**src/pkg/dvc_pkg.sv**
```systemverilog
package dvc_pkg;

  // Register offsets
  localparam logic [6:0] PWR2_ADDR = 7'h03;
  localparam logic [6:0] CTL1_ADDR = 7'h15;
  localparam logic [6:0] CTL2_ADDR = 7'h16;
  localparam logic [6:0] LVOL_ADDR = 7'h17;

  // Field positions
  localparam int LEFT_ENABLE_BIT = 0;
  localparam int RIGHT_ENABLE_BIT = 1;
  localparam int GLOBAL_MUTE_BIT = 8;
  localparam int RAMP_ENABLE_BIT = 4;
  localparam int VOLUME_UPDATE_BIT = 12;
  localparam int LEFT_MUTE_BIT = 8;

  // Reset values
  localparam logic [1:0] ENABLE_RST = 2'h0;
  localparam logic GLOBAL_MUTE_RST = 1'h1;
  localparam logic RAMP_ENABLE_RST = 1'h1;
  localparam logic LEFT_MUTE_RST = 1'h0;
  localparam logic [7:0] VOLUME_RST = 8'hC0;

  // Gain arithmetic: code 0xC0 is unity, 16 codes per octave of shift
  localparam logic [7:0] MUTE_CODE = 8'h00;
  localparam logic [8:0] GAIN_OFFSET = 9'h040;
  localparam int MANT_FRAC_BITS = 14;
  localparam int UNITY_SHIFT = 16;
  localparam int SAMPLE_WIDTH = 24;
  localparam int CHANNELS = 2;

  // Samples per ramp step: gain moves at fs/2
  localparam logic RAMP_PHASE_LAST = 1'h1;

  // 10^(0.375*k/20) in Q14, k = 0..15; element k is index k
  localparam logic [15:0][15:0] GAIN_MANT = {
    16'h7A4C, 16'h7522, 16'h702E, 16'h6B71, 16'h66E8, 16'h628E, 16'h5E65, 16'h5A67,
    16'h5696, 16'h52EC, 16'h4F6B, 16'h4C11, 16'h48DB, 16'h45C6, 16'h42D3, 16'h4000
  };

  typedef enum logic [1:0] {
    DVC_RAMP_IDLE = 2'b00,
    DVC_RAMP_UP = 2'b01,
    DVC_RAMP_DOWN = 2'b10
  } dvc_ramp_state_type;

endpackage

```
**src/pkg/dvc_fifo_if.sv**
```systemverilog
`timescale 1ns/1ns
interface dvc_fifo_if #(
  parameter int WIDTH = 48
);
  logic push_valid;
  logic push_ready;
  logic [WIDTH-1:0] push_data;
  logic pop_valid;
  logic pop_ready;
  logic [WIDTH-1:0] pop_data;

  modport user (
    output push_valid,
    output push_data,
    input push_ready,
    input pop_valid,
    input pop_data,
    output pop_ready
  );

  modport store (
    input push_valid,
    input push_data,
    output push_ready,
    output pop_valid,
    output pop_data,
    input pop_ready
  );
endinterface

```
**src/verilog/dvc_fifo.sv**
```systemverilog
`timescale 1ns/1ns
module dvc_fifo #(
  parameter int WIDTH = 48,
  parameter int DEPTH = 8
) (
  input wire logic i_clk,
  input wire logic i_resetn,
  dvc_fifo_if.store bus
);
  localparam int PW = (DEPTH > 1) ? $clog2(DEPTH) : 1;
  localparam int CW = $clog2(DEPTH + 1);
  localparam logic [PW-1:0] PTR_LAST = PW'(DEPTH - 1);
  localparam logic [CW-1:0] COUNT_FULL = CW'(DEPTH);

  typedef struct packed {
    logic [DEPTH-1:0][WIDTH-1:0] mem;
    logic [PW-1:0] wr;
    logic [PW-1:0] rd;
    logic [CW-1:0] count;
    logic in_ready;
    logic out_valid;
  } dvc_fifo_state_type;

  dvc_fifo_state_type st_q;
  dvc_fifo_state_type st_d;
  logic push;
  logic pop;

  assign push = bus.push_valid && st_q.in_ready;
  assign pop = bus.pop_ready && st_q.out_valid;
  assign bus.push_ready = st_q.in_ready;
  assign bus.pop_valid = st_q.out_valid;
  assign bus.pop_data = st_q.mem[st_q.rd];

  always_comb begin
    st_d = st_q;
    if (push) begin
      st_d.mem[st_q.wr] = bus.push_data;
      st_d.wr = (st_q.wr == PTR_LAST) ? '0 : st_q.wr + 1'b1;
    end
    if (pop) begin
      st_d.rd = (st_q.rd == PTR_LAST) ? '0 : st_q.rd + 1'b1;
    end
    if (push && !pop) begin
      st_d.count = st_q.count + 1'b1;
    end else if (pop && !push) begin
      st_d.count = st_q.count - 1'b1;
    end
    // Flags kept as flops so ready and valid leave without logic
    st_d.in_ready = (st_d.count != COUNT_FULL);
    st_d.out_valid = (st_d.count != '0);
  end

  always_ff @(posedge i_clk or negedge i_resetn) begin
    if (!i_resetn) begin
      st_q <= '0;
      st_q.in_ready <= 1'b1;
    end else begin
      st_q <= st_d;
    end
  end
endmodule

```
**src/verilog/dvc_volume_control.sv**
```systemverilog
`timescale 1ns/1ns
// Notes on behaviour
// - Each converter channel is powered and passes data only while its enable bit is set.
// - Gain is 0.375 dB times (code minus 192); code zero mutes.
// - Written volume waits; it becomes active only when the update bit is written one.
// - The left channel is silenced by its own mute or by the global mute; the right channel only by the global mute.
// - Global mute comes out of reset set.
// - With ramp enabled, mute, unmute and volume changes move gain gradually.
// - Ramped gain advances one step every two samples.
// - Left volume code resets to 0xC0, unity gain.
// - Samples come from the audio interface or, by mode, the DSP core.
// - Samples reach the interpolation filter at full 24-bit precision.
module dvc_volume_control #(
  parameter int FIFO_DEPTH = 8
) (
  input wire logic i_clk,
  input wire logic i_resetn,
  input wire logic i_reg_we,
  input wire logic i_reg_re,
  input wire logic [6:0] i_reg_addr,
  input wire logic [15:0] i_reg_wdata,
  output logic [15:0] o_reg_rdata,
  input wire logic i_dsp_route,
  input wire logic i_aif_valid,
  input wire logic [23:0] i_aif_left,
  input wire logic [23:0] i_aif_right,
  input wire logic i_dsp_valid,
  input wire logic [23:0] i_dsp_left,
  input wire logic [23:0] i_dsp_right,
  output logic o_in_ready,
  output logic o_left_power,
  output logic o_right_power,
  output logic o_out_valid,
  input wire logic i_out_ready,
  output logic [23:0] o_out_left,
  output logic [23:0] o_out_right,
  output logic [7:0] o_left_gain,
  output logic [7:0] o_right_gain
);
  localparam int SW = dvc_pkg::SAMPLE_WIDTH;
  localparam int NCH = dvc_pkg::CHANNELS;
  localparam int DROP = dvc_pkg::UNITY_SHIFT + dvc_pkg::MANT_FRAC_BITS;
  localparam logic signed [63:0] SAT_MAX = 64'sh00000000007FFFFF;
  localparam logic signed [63:0] SAT_MIN = -64'sh0000000000800000;

  typedef struct packed {
    logic [1:0] enable;
    logic global_mute;
    logic ramp_en;
    logic left_mute;
    logic [7:0] vol_pend;
    logic [7:0] vol_act;
    logic [NCH-1:0][7:0] gain_cur;
    dvc_pkg::dvc_ramp_state_type [NCH-1:0] rstate;
    logic ramp_ph;
    logic [15:0] rdata;
    logic out_valid;
    logic [NCH-1:0][SW-1:0] out_smp;
    logic [NCH-1:0][7:0] out_gain;
  } dvc_state_type;

  dvc_state_type st_q;
  dvc_state_type st_d;
  logic pop;
  logic [NCH-1:0][7:0] target;
  logic [NCH-1:0] ch_mute;

  dvc_fifo_if #(.WIDTH(2 * SW)) ff ();

  dvc_fifo #(
    .WIDTH(2 * SW),
    .DEPTH(FIFO_DEPTH)
  ) u_fifo (
    .i_clk(i_clk),
    .i_resetn(i_resetn),
    .bus(ff.store)
  );

  // Source choice by DSP routing mode
  assign ff.push_valid = i_dsp_route ? i_dsp_valid : i_aif_valid;
  assign ff.push_data = i_dsp_route ? {i_dsp_right, i_dsp_left} : {i_aif_right, i_aif_left};
  assign ff.pop_ready = !st_q.out_valid || i_out_ready;
  assign pop = ff.pop_valid && ff.pop_ready;
  assign o_in_ready = ff.push_ready;

  // Gain by mantissa table and power-of-two shift
  function automatic logic [SW-1:0] apply_gain(
    input logic signed [SW-1:0] smp,
    input logic [7:0] code
  );
    logic [8:0] n;
    logic [4:0] sh;
    logic signed [40:0] prod;
    logic signed [63:0] wide;
    n = {1'b0, code} + dvc_pkg::GAIN_OFFSET;
    sh = n[8:4];
    prod = smp * $signed({1'b0, dvc_pkg::GAIN_MANT[n[3:0]]});
    wide = 64'(prod) <<< sh;
    wide = wide >>> DROP;
    if (code == dvc_pkg::MUTE_CODE) begin
      apply_gain = '0;
    end else if (wide > SAT_MAX) begin
      apply_gain = SAT_MAX[SW-1:0];
    end else if (wide < SAT_MIN) begin
      apply_gain = SAT_MIN[SW-1:0];
    end else begin
      apply_gain = wide[SW-1:0];
    end
  endfunction

  // Only the left channel has its own mute bit
  assign ch_mute = {1'b0, st_q.left_mute};

  generate
    for (genvar c = 0; c < NCH; c++) begin : g_target
      assign target[c] = (ch_mute[c] || st_q.global_mute) ? dvc_pkg::MUTE_CODE
                                                           : st_q.vol_act;
    end
  endgenerate

  always_comb begin
    st_d = st_q;
    if (i_reg_we) begin
      if (i_reg_addr == dvc_pkg::PWR2_ADDR) begin
        st_d.enable[0] = i_reg_wdata[dvc_pkg::LEFT_ENABLE_BIT];
        st_d.enable[1] = i_reg_wdata[dvc_pkg::RIGHT_ENABLE_BIT];
      end else if (i_reg_addr == dvc_pkg::CTL1_ADDR) begin
        st_d.global_mute = i_reg_wdata[dvc_pkg::GLOBAL_MUTE_BIT];
      end else if (i_reg_addr == dvc_pkg::CTL2_ADDR) begin
        st_d.ramp_en = i_reg_wdata[dvc_pkg::RAMP_ENABLE_BIT];
      end else if (i_reg_addr == dvc_pkg::LVOL_ADDR) begin
        st_d.left_mute = i_reg_wdata[dvc_pkg::LEFT_MUTE_BIT];
        st_d.vol_pend = i_reg_wdata[7:0];
        if (i_reg_wdata[dvc_pkg::VOLUME_UPDATE_BIT]) begin
          st_d.vol_act = i_reg_wdata[7:0];
        end
      end
    end
    if (i_reg_re) begin
      st_d.rdata = '0;
      if (i_reg_addr == dvc_pkg::PWR2_ADDR) begin
        st_d.rdata[1:0] = st_q.enable;
      end else if (i_reg_addr == dvc_pkg::CTL1_ADDR) begin
        st_d.rdata[dvc_pkg::GLOBAL_MUTE_BIT] = st_q.global_mute;
      end else if (i_reg_addr == dvc_pkg::CTL2_ADDR) begin
        st_d.rdata[dvc_pkg::RAMP_ENABLE_BIT] = st_q.ramp_en;
      end else if (i_reg_addr == dvc_pkg::LVOL_ADDR) begin
        // Update bit is a strobe and reads zero
        st_d.rdata[dvc_pkg::LEFT_MUTE_BIT] = st_q.left_mute;
        st_d.rdata[7:0] = st_q.vol_pend;
      end
    end
    if (st_q.out_valid && i_out_ready) begin
      st_d.out_valid = 1'b0;
    end
    for (int c = 0; c < NCH; c++) begin
      if (st_q.gain_cur[c] < target[c]) begin
        st_d.rstate[c] = dvc_pkg::DVC_RAMP_UP;
      end else if (st_q.gain_cur[c] > target[c]) begin
        st_d.rstate[c] = dvc_pkg::DVC_RAMP_DOWN;
      end else begin
        st_d.rstate[c] = dvc_pkg::DVC_RAMP_IDLE;
      end
    end
    if (pop) begin
      st_d.out_valid = 1'b1;
      st_d.ramp_ph = ~st_q.ramp_ph;
      for (int c = 0; c < NCH; c++) begin
        // Full-width sample to the interpolation filter
        if (st_q.enable[c]) begin
          st_d.out_smp[c] = apply_gain(ff.pop_data[c*SW +: SW], st_q.gain_cur[c]);
        end else begin
          st_d.out_smp[c] = '0;
        end
        st_d.out_gain[c] = st_q.gain_cur[c];
        if (!st_q.ramp_en) begin
          st_d.gain_cur[c] = target[c];
        end else if (st_q.ramp_ph == dvc_pkg::RAMP_PHASE_LAST) begin
          case (st_d.rstate[c])
            dvc_pkg::DVC_RAMP_UP: begin
              st_d.gain_cur[c] = st_q.gain_cur[c] + 8'h01;
            end
            dvc_pkg::DVC_RAMP_DOWN: begin
              st_d.gain_cur[c] = st_q.gain_cur[c] - 8'h01;
            end
            default: begin
              st_d.gain_cur[c] = st_q.gain_cur[c];
            end
          endcase
        end
      end
    end
  end

  always_ff @(posedge i_clk or negedge i_resetn) begin
    if (!i_resetn) begin
      st_q <= '0;
      st_q.enable <= dvc_pkg::ENABLE_RST;
      st_q.global_mute <= dvc_pkg::GLOBAL_MUTE_RST;
      st_q.ramp_en <= dvc_pkg::RAMP_ENABLE_RST;
      st_q.left_mute <= dvc_pkg::LEFT_MUTE_RST;
      st_q.vol_pend <= dvc_pkg::VOLUME_RST;
      st_q.vol_act <= dvc_pkg::VOLUME_RST;
    end else begin
      st_q <= st_d;
    end
  end

  assign o_reg_rdata = st_q.rdata;
  assign o_left_power = st_q.enable[0];
  assign o_right_power = st_q.enable[1];
  assign o_out_valid = st_q.out_valid;
  assign o_out_left = st_q.out_smp[0];
  assign o_out_right = st_q.out_smp[1];
  assign o_left_gain = st_q.out_gain[0];
  assign o_right_gain = st_q.out_gain[1];
endmodule
```
**config.mk**
```make
export PLATFORM = sky130hd
export DESIGN_NAME = dvc_volume_control
export DESIGN_NICKNAME = d
export VERILOG_FILES = /design/src/pkg/dvc_pkg.sv /design/src/pkg/dvc_fifo_if.sv /design/src/verilog/dvc_fifo.sv /design/src/verilog/dvc_volume_control.sv
export SDC_FILE = /design/constraint.sdc
export NUM_CORES = 2
export LEC_CHECK = 0
export BUFFER_PORTS_ARGS = -buffer_cell sky130_fd_sc_hd__buf_2
export CORE_MARGIN = 8
export CORE_UTILIZATION = 60
export DETAILED_ROUTE_END_ITERATION = 10
export PLACE_DENSITY = 0.77
export SLEW_MARGIN = 20
export SYNTH_ARGS = -nofsm -noshare
export SYNTH_HDL_FRONTEND = slang
export SYNTH_SLANG_ARGS = --single-unit
```
**constraint.sdc**
```tcl
create_clock -name i_clk -period 14.6 [get_ports i_clk]
set_input_delay 2.19 -clock i_clk [delete_from_list [all_inputs] [get_ports i_clk]]
set_output_delay 2.19 -clock i_clk [all_outputs]
set_load 0.005 [all_outputs]
```
==> results.md <==
Die:
- The die boundary width is 325 um.
- The area of the die is 0.105 mm2.
- The chip height is 325 um.
- The number of top-level pins is 211.
- The starting utilization of the core area is 60.3%.
- The number of rows in the core area is 113.
- The placeable core region is 0.0947 mm2.

Timing:
- At the pin with the least slew margin, the transition time is 1.13 ns.
- The max-slew violation count was 0.
- The worst relative slew slack is 23.7%.
- Setup repair after global routing left no endpoint under its margin.
- The final number of hold-violating endpoints is 0.
- The final-report setup violation count is 0.
- For this run, the top clock speed supported by timing is 87.4 MHz.
- The share of the clock period used by the worst path after layout is 78.3%.
- The setup total negative slack is 0 ns.
- The final critical-path required period is 11.44 ns.
- The setup skew after layout is 0.0479 ns.

Layout:
- The most common library cell in the layout ignoring fill and taps is sky130_fd_sc_hd__inv_1.
- After the last flow step, the layout net total stands at 7,349.
- The fraction of final layout cells sized beyond drive strength 1 is 10.3%.
- The post-route non-filler standard cell count is 7,575.
- The area added between synthesis and finish is 5.01%.
- In the layout the commonest cells are sky130_fd_sc_hd__inv_1 (998), sky130_fd_sc_hd__nand2_1 (971), sky130_fd_sc_hd__fa_1 (706).

Global route:
- Global routing finished with a remaining overflow of 0.
- The number of antenna violations at the first check in global routing is 2.
- The number of global-route vias before repair is 46,400.
- The layer flagged by global routing as most heavily used is met2.
- The met1 track utilization from global routing is 38.7%.
- Global routing used 27.9% of the available tracks.
- Global routing used 6.32% of the available met3 tracks.
- Global routing used 44.6% of the available met2 tracks.
- The pin count of the biggest net entering global routing is 187.
- The first global-routing pass estimated 243,000 um of wire.

Yosys:
- The area fraction in compound gates after synthesis is 12.5%.
- The synthesis warning total is 0.
- The register bit total from synthesis is 508.
- Synthesis handed over a netlist of 6,402 instances.
- After synthesis the cells add up to 0.0571 mm2.
- Yosys mapped a number of flops with a built-in enable equal to 0.
- The post-synthesis mux area share is 9.16%.
- Each instance of the synthesized netlist takes up on average 8.92 um2.
- The adder-cell share of the synthesized area is 30.2%.
- The flip-flop cell with the highest count after synthesis is sky130_fd_sc_hd__dfrtp_1.
- Of the total synthesized cell area, the portion taken by AND, OR, NAND and NOR gates is 14.2%.
- The sequential share of the synthesized area is 22.3%.
- After Yosys synthesis, XOR and XNOR cells account for 1.35% of the synthesized area.
- By area, the combinational part of the netlist is dominated by adder cells.
- The count of distinct cell types in the synthesized netlist is 109.
- Of all flip-flops after synthesis, the portion carrying an async set or reset was 100%.

Detailed routing:
- The first-pass iteration count of the detailed router is 6.
- The routed wire length is 148,000 um.
- The via count is 45,000.
- The DRC violation count after routing is 0.
- In the final routed layout, each cell accounts on average for 19.5 um.
- The count of antenna-violating nets left after detailed routing is 0.
- The mean number of vias per cell is 5.94.
- The number of violations reported at the end of detailed-routing iteration 0 is 3,860.

CTS:
- The TritonCTS clock tree is built.
- The number of gates resized after CTS was 0.
- The buffers inserted during post-CTS setup optimization is 0.
- The deepest level of the CTS H-tree is 2.
- CTS placed an instance of sky130_fd_sc_hd__clkbuf_16 at the clock tree root.
- Counting every sink on the clock net gives 508.
- The clock latency on the worst-skew pair is 0.66 ns.
- The CTS buffer count is 53.
- Counting along the longest clock path gives a buffer depth of 3.
- Clock-pin slew was measured on the worst setup and hold paths at 0.06 ns.
- Hold repair after CTS inserted 0 buffers.

Hold path:
- The path class of the tightest hold or removal check is register to register.

Outcome:
- The flow ran to the end, and the final reports show no timing, DRC or antenna violations.

Placed design:
- After detailed placement, the design holds a cell count of 7,477.
- The final RePlAce weighted congestion is 0.960.
- Once detailed placement completed, the half-perimeter wirelength came to 110,000 um.
- In this run the tool buffered the top-level ports with 197 buffer cells.

Worst setup path:
- The critical path required time is 15.20 ns.
- The number of buffers and inverters on the critical path is 6.
- The critical path start-end classification is register to register.
- On the critical path, the stage with the largest delay is an instance of sky130_fd_sc_hd__dfrtp_4.
- In this run the worst path has a maximum fanout of 46.
- The cell that appears most often on the critical path is sky130_fd_sc_hd__fa_1.
- The element type at the critical path end is a register.
- The worst setup path is launched from a register.
- At the worst endpoint, the arrival time is 12.04 ns.
- Grouping stages by cell kind, the critical path spends the most delay in adder cells.
- The highest cell delay on the worst timing path is 1.04 ns.

Run:
- The max-cap check violation count is 0.
worst min-delay path, cell delays in order (launching register included):
cell                      delay (ns)
sky130_fd_sc_hd__dfrtp_1        0.34
sky130_fd_sc_hd__nand2_1        0.05
sky130_fd_sc_hd__o21ai_0        0.06
stage by stage:
| step | hold WS [ns] | worst slack (ns) | util, % | cell area [um2] |
|---|---|---|---|---|
| global route | 0.495 | 2.72 | 63.3 | 60000 |
| detailed placement | 0.458 | 3.37 | 61.5 | 58200 |
| finish | 0.476 | 3.16 | 63.3 | 60000 |
| global placement | 0.456 | 3.44 | 61.5 | 58200 |
| floorplan | 0.445 | 5.26 | - | 57200 |
| CTS | 0.480 | 3.33 | 63.3 | 60000 |
sequential cells by signal (all words and copies together) (netlist names):
name	count
u_fifo.bus.push_ready	1
o_right_gain	8
u_fifo.bus.pop_valid	1
u_fifo.st_q	394
ch_mute	1
o_out_valid	1
o_out_left	24
o_right_power	1
o_left_power	1
st_q	35
o_out_right	24
o_left_gain	8
o_reg_rdata	9
cell type report:
cell class                      count  area [um2]
Tap cell                         1265        1580
Timing Repair Buffer              257        1490
Inverter                         1005        3770
Clock buffer                       82        1540
Antenna cell                        1        2.50
Sequential cell                   508       12700
Fill cell                        7860       34700
Clock inverter                     14         211
Multi-Input combinational cell   4443       38700
layer usage:
metal	vias up	wire, um
met3	283	13800
met1	22500	62300
met5	-	0
li1	20300	-
met4	0	3420
met2	1908	68400
synthesized netlist by cell type (13+ instances only):
master	n	share of area [%]
sky130_fd_sc_hd__and4_1	13	0.20
sky130_fd_sc_hd__nand2b_1	44	0.48
sky130_fd_sc_hd__buf_1	36	0.24
sky130_fd_sc_hd__a31oi_1	18	0.20
sky130_fd_sc_hd__a211oi_1	39	0.51
sky130_fd_sc_hd__nand3_1	45	0.39
sky130_fd_sc_hd__mux4_2	112	4.4
sky130_fd_sc_hd__nor2_1	468	3.1
sky130_fd_sc_hd__clkbuf_1	291	1.9
sky130_fd_sc_hd__o21ai_1	43	0.38
sky130_fd_sc_hd__nand4_1	36	0.39
sky130_fd_sc_hd__buf_2	33	0.29
sky130_fd_sc_hd__mux2i_1	157	2.8
sky130_fd_sc_hd__a221o_1	30	0.53
sky130_fd_sc_hd__a21o_1	42	0.55
sky130_fd_sc_hd__buf_4	84	1.1
sky130_fd_sc_hd__nor3_1	49	0.43
sky130_fd_sc_hd__mux2_2	101	2.0
sky130_fd_sc_hd__or2_2	17	0.19
sky130_fd_sc_hd__nand2_1	972	6.4
sky130_fd_sc_hd__inv_1	998	6.6
sky130_fd_sc_hd__xor2_1	29	0.44
sky130_fd_sc_hd__o21ai_0	335	2.9
sky130_fd_sc_hd__nor2b_1	80	0.88
sky130_fd_sc_hd__dfrtp_1	501	22
sky130_fd_sc_hd__and2_1	72	0.79
sky130_fd_sc_hd__a21oi_1	396	3.5
sky130_fd_sc_hd__fa_1	706	25
sky130_fd_sc_hd__o211ai_1	29	0.38
sky130_fd_sc_hd__o21a_1	28	0.37
sky130_fd_sc_hd__xnor2_1	56	0.86
sky130_fd_sc_hd__ha_1	248	5.4
cell families after synthesis:
family                   Yosys count
AND/OR/NAND/NOR                 1867
buffers and inverters           1457
AO/OA/AOI/OAI                   1159
adder cells (fa/ha/maj)          954
flip-flops                       508
multiplexers                     370
XOR/XNOR                          86
other                              1
final timing paths:
path	start	to	slack [ns]	cells after the start
max reg2reg	u_fifo.st_q[6]	o_out_left[20]	3.16	30
max	u_fifo.st_q[6]	o_out_left[20]	3.16	30
min	o_left_gain[5]	o_left_gain[5]	0.48	2
max in group asynchronous	i_resetn	u_fifo.bus.push_ready	10.14	5
min reg2reg	o_left_gain[5]	o_left_gain[5]	0.48	2
min in group asynchronous	i_resetn	o_out_right[13]	1.53	1
Power is left out: the tool's default activity adds up to more than one toggle a clock period on the data nets, which glitch-free logic cannot reach.
